**src/rtl/adcwin_cfg.svh**
```systemverilog
// Constants for the converter window detector: register addresses, reset values and timing counts.
// Assumes inclusion by bare name from the top module and the testbench.
`ifndef ADCWIN_CFG_SVH
`define ADCWIN_CFG_SVH
`define ADCWIN_ADDR_UPPER_LOW  8'hc3
`define ADCWIN_ADDR_UPPER_HIGH 8'hc4
`define ADCWIN_ADDR_LOWER_LOW  8'hc5
`define ADCWIN_ADDR_LOWER_HIGH 8'hc6
`define ADCWIN_ADDR_CONTROL    8'he8
`define ADCWIN_RST_UPPER_HIGH  8'hff
`define ADCWIN_RST_UPPER_LOW   8'hff
`define ADCWIN_RST_LOWER       8'h00
`define ADCWIN_CTL_FLAG_BIT    3
`define ADCWIN_CTL_BUSY_BIT    4
`define ADCWIN_CTL_START_BIT   4
`define ADCWIN_CTL_TRACK_BIT   6
`define ADCWIN_CTL_ENABLE_BIT  7
`define ADCWIN_CTL_RES8_BIT    0
`define ADCWIN_TRACK_CLKS      4'h3
`define ADCWIN_CONV10_CLKS     4'hd
`define ADCWIN_CONV8_CLKS      4'hb
`endif

```
**src/rtl/adcwin_pkg.sv**
```systemverilog
// Types shared by the converter control block.
// Assumes the constants header is on the include path.
package adcwin_pkg;
  typedef enum logic [1:0] {
    ADCWIN_IDLE  = 2'b00,
    ADCWIN_TRACK = 2'b01,
    ADCWIN_CONV  = 2'b10
  } adcwin_state_t;
  typedef logic [9:0] adcwin_word_t;
endpackage : adcwin_pkg

```
**src/rtl/adcwin_top.sv**
```systemverilog
// Converter control: conversion timing, tracking, limit registers and window flag.
// Assumes a byte-wide special function register port on the converter clock.
// Contract
// - Compare every new result against limits automatically
// - Window flag readable and drives interrupt
// - Limit order selects inside or outside window
// - Upper limit high byte at c4, resets ones
// - Upper limit low byte at c3
// - Delayed tracking spends three clocks first
// - Conversion takes 13 or 11 clocks
`timescale 1ns/100ps
`include "adcwin_cfg.svh"
module adcwin_top
  import adcwin_pkg::*;
(
  input  wire logic                     CLOCK,
  input  wire logic                     RESETN,
  input  wire logic [7:0]               SFR_ADDR,
  input  wire logic                     SFR_WR,
  input  wire logic [7:0]               SFR_WDATA,
  output logic      [7:0]               SFR_RDATA,
  input  wire adcwin_pkg::adcwin_word_t SAR_RESULT,
  output logic                          TRACK_EN,
  output logic                          SAR_ACTIVE,
  output logic                          CONV_DONE,
  output adcwin_pkg::adcwin_word_t      DATA_OUT,
  output logic                          WINDOW_FLAG
);
  import adcwin_pkg::*;

  adcwin_state_t state_q, state_d;
  logic [7:0]   uh_q, ul_q, lh_q, ll_q;
  logic [3:0]   cnt_q, cnt_d;
  logic         enable_q, track_mode_q, res8_q;
  adcwin_word_t data_q;
  logic         flag_q, done_q;

  // Address match, shared by the write strobes and the read selector.
  function automatic logic adr_hit(input logic [7:0] adr, input logic [7:0] reg_adr);
    adr_hit = adr == reg_adr;
  endfunction : adr_hit

  // Register selects; one decode serves both directions so reads and writes never disagree.
  wire sel_uh  = adr_hit(SFR_ADDR, `ADCWIN_ADDR_UPPER_HIGH);
  wire sel_ul  = adr_hit(SFR_ADDR, `ADCWIN_ADDR_UPPER_LOW);
  wire sel_lh  = adr_hit(SFR_ADDR, `ADCWIN_ADDR_LOWER_HIGH);
  wire sel_ll  = adr_hit(SFR_ADDR, `ADCWIN_ADDR_LOWER_LOW);
  wire sel_ctl = adr_hit(SFR_ADDR, `ADCWIN_ADDR_CONTROL);

  // Register write strobes.
  wire wr_uh  = SFR_WR && sel_uh;
  wire wr_ul  = SFR_WR && sel_ul;
  wire wr_lh  = SFR_WR && sel_lh;
  wire wr_ll  = SFR_WR && sel_ll;
  wire wr_ctl = SFR_WR && sel_ctl;
  wire start  = wr_ctl && SFR_WDATA[`ADCWIN_CTL_START_BIT] && enable_q && state_q == ADCWIN_IDLE;

  // The limit word is right-justified: two bits from the high byte, eight from the low.
  wire adcwin_word_t upper = {uh_q[1:0], ul_q};
  wire adcwin_word_t lower = {lh_q[1:0], ll_q};
  wire [3:0] conv_len = res8_q ? `ADCWIN_CONV8_CLKS : `ADCWIN_CONV10_CLKS;
  wire conv_end = state_q == ADCWIN_CONV && cnt_q == conv_len - 4'h1;
  wire hit;

  adcwin_compare u_cmp (
    .result    (SAR_RESULT),
    .upper_lim (upper),
    .lower_lim (lower),
    .hit       (hit)
  );

  // Conversion sequencer; a start while busy is ignored so a result is never torn.
  always_comb begin
    state_d = state_q;
    cnt_d   = cnt_q + 4'h1;
    case (state_q)
      ADCWIN_IDLE: begin
        cnt_d = 4'h0;
        if (start) begin
          state_d = track_mode_q ? ADCWIN_TRACK : ADCWIN_CONV;
        end
      end
      ADCWIN_TRACK: begin
        if (cnt_q == `ADCWIN_TRACK_CLKS - 4'h1) begin
          state_d = ADCWIN_CONV;
          cnt_d   = 4'h0;
        end
      end
      ADCWIN_CONV: begin
        if (conv_end) begin
          state_d = ADCWIN_IDLE;
          cnt_d   = 4'h0;
        end
      end
      default: begin
        state_d = ADCWIN_IDLE;
        cnt_d   = 4'h0;
      end
    endcase
  end

  always_ff @(posedge CLOCK) begin
    if (!RESETN) begin
      state_q <= ADCWIN_IDLE;
      cnt_q   <= 4'h0;
    end else begin
      state_q <= state_d;
      cnt_q   <= cnt_d;
    end
  end

  // Limit and control registers.
  always_ff @(posedge CLOCK) begin
    if (!RESETN) begin
      uh_q         <= `ADCWIN_RST_UPPER_HIGH;
      ul_q         <= `ADCWIN_RST_UPPER_LOW;
      lh_q         <= `ADCWIN_RST_LOWER;
      ll_q         <= `ADCWIN_RST_LOWER;
      enable_q     <= 1'b0;
      track_mode_q <= 1'b0;
      res8_q       <= 1'b0;
    end else begin
      if (wr_uh) uh_q <= SFR_WDATA;
      if (wr_ul) ul_q <= SFR_WDATA;
      if (wr_lh) lh_q <= SFR_WDATA;
      if (wr_ll) ll_q <= SFR_WDATA;
      if (wr_ctl) begin
        enable_q     <= SFR_WDATA[`ADCWIN_CTL_ENABLE_BIT];
        track_mode_q <= SFR_WDATA[`ADCWIN_CTL_TRACK_BIT];
        res8_q       <= SFR_WDATA[`ADCWIN_CTL_RES8_BIT];
      end
    end
  end

  // Result capture and window flag; a hit in the clearing cycle still sets the flag.
  always_ff @(posedge CLOCK) begin
    if (!RESETN) begin
      data_q <= 10'h000;
      flag_q <= 1'b0;
      done_q <= 1'b0;
    end else begin
      done_q <= conv_end;
      if (conv_end) data_q <= SAR_RESULT;
      if (conv_end && hit) begin
        flag_q <= 1'b1;
      end else if (wr_ctl && !SFR_WDATA[`ADCWIN_CTL_FLAG_BIT]) begin
        flag_q <= 1'b0;
      end
    end
  end

  // Read mux, registered.
  wire [7:0] ctl_rd = {enable_q, track_mode_q, 1'b0, state_q != ADCWIN_IDLE, flag_q, 2'b00, res8_q};
  wire [7:0] rd_d = sel_uh  ? uh_q :
                    sel_ul  ? ul_q :
                    sel_lh  ? lh_q :
                    sel_ll  ? ll_q :
                    sel_ctl ? ctl_rd : 8'h00;

  always_ff @(posedge CLOCK) begin
    if (!RESETN) begin
      SFR_RDATA  <= 8'h00;
      TRACK_EN   <= 1'b0;
      SAR_ACTIVE <= 1'b0;
    end else begin
      SFR_RDATA  <= rd_d;
      TRACK_EN   <= state_d == ADCWIN_TRACK;
      SAR_ACTIVE <= state_d == ADCWIN_CONV;
    end
  end

  assign CONV_DONE   = done_q;
  assign DATA_OUT    = data_q;
  assign WINDOW_FLAG = flag_q;

  chk_flag_sticky: assert property (@(posedge CLOCK) disable iff (!RESETN)
    flag_q && !(wr_ctl && !SFR_WDATA[`ADCWIN_CTL_FLAG_BIT]) |=> flag_q)
    else $error("window flag dropped without a clear");
  chk_hit_sets: assert property (@(posedge CLOCK) disable iff (!RESETN)
    conv_end && hit |=> flag_q)
    else $error("window hit not flagged");
  chk_track_len: assert property (@(posedge CLOCK) disable iff (!RESETN)
    $rose(state_q == ADCWIN_TRACK) |-> (state_q == ADCWIN_TRACK) [*3] ##1 state_q == ADCWIN_CONV)
    else $error("tracking not three clocks");
  chk_conv10: assert property (@(posedge CLOCK) disable iff (!RESETN)
    $rose(state_q == ADCWIN_CONV) && !res8_q |-> ##12 conv_end)
    else $error("10-bit conversion length wrong");
  chk_conv8: assert property (@(posedge CLOCK) disable iff (!RESETN)
    $rose(state_q == ADCWIN_CONV) && res8_q |-> ##10 conv_end)
    else $error("8-bit conversion length wrong");
  chk_limit_wr: assert property (@(posedge CLOCK) disable iff (!RESETN)
    wr_uh |=> uh_q == $past(SFR_WDATA))
    else $error("upper high limit not written");
  chk_limit_lo: assert property (@(posedge CLOCK) disable iff (!RESETN)
    wr_ul |=> ul_q == $past(SFR_WDATA))
    else $error("upper low limit not written");
  chk_flag_pin: assert property (@(posedge CLOCK) disable iff (!RESETN)
    $rose(WINDOW_FLAG) |-> $past(conv_end && hit))
    else $error("flag output rose without a window hit");

  // Further guards: capture, pulse width, clearing, reset values and readback.
  chk_result_capture: assert property (@(posedge CLOCK) disable iff (!RESETN)
    conv_end |=> DATA_OUT == $past(SAR_RESULT))
    else $error("result not captured at conversion end");
  chk_done_pulse: assert property (@(posedge CLOCK) disable iff (!RESETN)
    done_q |=> !done_q)
    else $error("done pulse longer than one cycle");
  chk_flag_clear: assert property (@(posedge CLOCK) disable iff (!RESETN)
    wr_ctl && !SFR_WDATA[`ADCWIN_CTL_FLAG_BIT] && !(conv_end && hit) |=> !flag_q)
    else $error("window flag not cleared by software");
  chk_reset_limit: assert property (@(posedge CLOCK) disable iff (!RESETN)
    !$past(RESETN) |-> uh_q == `ADCWIN_RST_UPPER_HIGH && ul_q == `ADCWIN_RST_UPPER_LOW)
    else $error("upper limit not at reset value");
  chk_start_runs: assert property (@(posedge CLOCK) disable iff (!RESETN)
    start |=> state_q != ADCWIN_IDLE)
    else $error("accepted start did not begin a conversion");
  chk_low_readback: assert property (@(posedge CLOCK) disable iff (!RESETN)
    $past(sel_ul) |-> SFR_RDATA == $past(ul_q))
    else $error("upper low limit readback wrong");
endmodule : adcwin_top

```
**src/rtl/adcwin_compare.sv**
```systemverilog
// Window comparison of one result word against two limits.
// Assumes all inputs are on the converter clock; purely combinational.
`timescale 1ns/100ps
module adcwin_compare
  import adcwin_pkg::*;
(
  input  wire adcwin_pkg::adcwin_word_t result,
  input  wire adcwin_pkg::adcwin_word_t upper_lim,
  input  wire adcwin_pkg::adcwin_word_t lower_lim,
  output wire logic                     hit
);
  wire above = result > upper_lim;
  wire below = result < lower_lim;
  // Lower limit above upper selects the inside window, else outside.
  assign hit = (lower_lim > upper_lim) ? (above && below) : (above || below);
endmodule : adcwin_compare

```
**config.mk**
```make
export PLATFORM = sky130hd
export DESIGN_NAME = adcwin_top
export DESIGN_NICKNAME = d
export VERILOG_FILES = /design/src/rtl/adcwin_pkg.sv /design/src/rtl/adcwin_top.sv /design/src/rtl/adcwin_compare.sv
export VERILOG_INCLUDE_DIRS = /design/src /design/src/rtl
export SDC_FILE = /design/constraint.sdc
export NUM_CORES = 1
export LEC_CHECK = 0
export BUFFER_PORTS_ARGS = -buffer_cell sky130_fd_sc_hd__buf_4
export CAP_MARGIN = 20
export CORE_MARGIN = 1
export CORE_UTILIZATION = 38
export DETAILED_ROUTE_END_ITERATION = 8
export PLACE_DENSITY_LB_ADDON = 0.1
export SETUP_SLACK_MARGIN = 0.2
export SLEW_MARGIN = 20
export SYNTH_ARGS = -nofsm -noshare
export SYNTH_HDL_FRONTEND = slang
export SYNTH_SLANG_ARGS = --single-unit
export TNS_END_PERCENT = 20
```
**constraint.sdc**
```tcl
create_clock -name CLOCK -period 2.8 [get_ports CLOCK]
set_input_delay 0.14 -clock CLOCK [delete_from_list [all_inputs] [get_ports CLOCK]]
set_output_delay 0.14 -clock CLOCK [all_outputs]
set_load 0.05 [all_outputs]
```
==> impl_metrics.ini <==
[outcome]
outcome = complete, no violations

[synthesis]
synth_cells = 395
synth.top_cells.by_area = dfxtp_1 (37%), ha_1 (13%), nand3_1 (6.6%)
syn_area_per_cell_um2 = 8.60
async_flop_share_pct = 0
synth-seq-cells = 63
syn_nets = 459
syn_area_um2 = 3400
seq_area_frac_synth_pct = 37.1
synth_common_cells = dfxtp_1 (63), nand2_1 (59), nand3_1 (45)
synth_cell_types = 52
synth-warning-count = 0
yosysTopAreaCell = dfxtp_1
yosysMostFrequentCell = dfxtp_1
synthFlopType = dfxtp_1
synth_edf_count = 0
yosysTopAreaCellShare_pct = 37.1

[route]
first_iter_violations = 155
ant_nets = 0
routed_wirelength_um = 8610
drc = 0
wl_per_cell_um = 15.5
routed_via_density = 5.28
drtPass1Iterations = 5
vias = 2938

[floorplan]
chipHeight_um = 96.6
dieArea_um2 = 9320
core-area_um2 = 8680
initial_core_util_pct = 39.1
io_pins = 51
die_w_um = 96.6
core.rowCount = 34

[global_route]
antenna_found_initial = 0
grt.total_usage_pct = 19.9
grt_max_degree = 61
grt_overflow = 0
grt_pass1_wl_um = 13600
grt_pass1_vias = 2638

[sta]
fin_crit_sh_pct = 67.8
hold_violations = 0
fin_skew_ns = 0.00813
worst_pin_slew_ns = 0.556
setup_violations = 0
maxSlewViolCount = 0
tns_ns = 0
rsz0062_at_grt = no
fmax_ghz = 0.527
slew_headroom_pct = 62.9
period_minus_slack_ns = 1.90

[pwr]
max-vdd-ir-drop_mv = 0.191
p_seq_share_pct = 49.6
p_clk_share_pct = 43.9
power.density_nw_per_um2 = 447
power_switching_w = 0.000426
leakage_nw = 1.71
combPwrFrac_pct = 6.5
swShare_pct = 23.5
cell_internal_pwr_w = 0.00139

[place]
place_inst = 540
io_buffers = 50
gp_congestion = 0.806
dp_hpwl_um = 6260

[worst_hold_path]
hp-class = input port to flop

[worst_setup_path]
start_kind = flop
end_kind = flop
critPathSlowestCell = o41a_1
critPathMaxStageDelay_ns = 0.43
crit_fanout = 3
worstPathArrival_ns = 2.19
path_class = flop to flop
cp_num_buf_inv = 1
crit_required_ns = 3.09
path_cells = inv_1, ha_1, a211oi_1, nor2_1, o41a_1, o31ai_1, o21a_1
cp_top_family = compound AO/OA/AOI/OAI gates

[clocking]
htreeDepth = 3
ctsResizeCount = 0
cts_buffers = 9
clk_pin_slew_worst_paths_ns = 0.07
cts_hold_buf = 0
cts_tree = done
cts_root_buf = clkbuf_8
insertion_delay_ns = 0.35
clk_path_buf_depth = 2
cts_setup_buffers = 0
clock-sinks = 63

[cells_and_area]
regArea_um2 = 1260
fin_nets = 507
fin_cells = 556
area_growth_pct = 19.2
multi_input_area_um2 = 1950
fillerInstances = 878
drive_gt1_share_pct = 16.5
diodes = 0

[job]
drv_cap = 0
sequential cells by signal (all words and copies together) (netlist names), 2 cells and up:
register,flops
ll_q,8
lh_q,8
cnt_q,4
state_q,2
uh_q,8
SFR_RDATA,8
ul_q,8
DATA_OUT,10
power by group through the flow:
stage | Sequential [W] | Combinational, W | Clock, W
2_1_floorplan | 0.000919 | 0.0000557 | 0
3_3_place_gp | 0.000918 | 0.000116 | 0
3_5_place_dp | 0.000918 | 0.000118 | 0
4_1_cts | 0.000898 | 0.000118 | 0.000811
5_1_grt | 0.000897 | 0.000130 | 0.000858
6_report | 0.000898 | 0.000118 | 0.000796
placed cells by master, fill, tap and decap left out, types with 5 or more instances in the layout:
cell type	instances
o21ai_0	7
nor2_1	15
inv_1	28
nor2b_1	12
nand2_1	59
a211oi_1	5
and2_1	5
dfxtp_1	63
nand3_1	45
buf_4	54
nand4_1	6
mux2i_1	14
a21oi_1	14
clkbuf_8	10
ha_1	35
a21boi_0	14
a21boi_1	9
kinds of logic (layout without fill, tap and decap cells):
kind of cell / count (synthesis) / in the layout / synth area share, %
XOR/XNOR: 2 / 2 / 0.516
adder cells (fa/ha/maj): 35 / 35 / 12.9
multiplexers: 14 / 14 / 4.13
buffers and inverters: 45 / 98 / 5.49
AO/OA/AOI/OAI: 77 / 77 / 16.4
flip-flops: 63 / 63 / 37.1
AND/OR/NAND/NOR: 159 / 159 / 23.4
final cells by class:
class | instances | area share [%]
Tap cell | 108 | 3.34
Timing Repair Buffer | 54 | 10.0
Clock buffer | 13 | 3.68
Multi-Input combinational cell | 287 | 48.2
Sequential cell | 63 | 31.2
Inverter | 28 | 2.60
Clock inverter | 3 | 1.05
per-stage QoR:
| step | power, W | worst slack, ns | cell area, um^2 | util, % | hold slack [ns] |
|---|---|---|---|---|---|
| 4_1_cts | 0.00183 | 0.903 | 4050 | 46.6 | 0.0310 |
| 3_5_place_dp | 0.00104 | 0.880 | 3860 | 44.4 | 0.398 |
| 3_3_place_gp | 0.00103 | 0.915 | 3860 | 44.4 | 0.393 |
| 2_1_floorplan | 0.000975 | 1.08 | 3400 | - | 0.264 |
| 6_report | 0.00181 | 0.902 | 4050 | 46.6 | 0.0351 |
| 5_1_grt | 0.00189 | 0.700 | 4050 | 46.6 | 0.0337 |
routing by layer:
metal / global-route usage, % / up-vias / share of wire (%) / wire (um)
met4: 6.25 / 0 / 1.1 / 92
met2: 32.2 / 68 / 47 / 4040
li1: - / 1495 / - / -
met3: 4.85 / 6 / 5.5 / 477
met5: 0 / - / 0 / 0
met1: 26.0 / 1369 / 46 / 4000
path summary, 6_finish.rpt:
check / start / endpoint / slack, ns / cells past startpoint
worst min register to register: lh_q[2] / lh_q[2] / 0.47 / 2
worst max-delay path: ul_q[7] / WINDOW_FLAG / 0.90 / 7
worst min-delay path: SFR_WDATA[5] / uh_q[5] / 0.04 / 3
worst max register to register: ul_q[7] / WINDOW_FLAG / 0.90 / 7
worst min-delay path: stages:
cell	delay, ns
buf_4	0.10
nand2_1	0.05
nand3_1	0.06
Power figures use the tool's default switching activity.
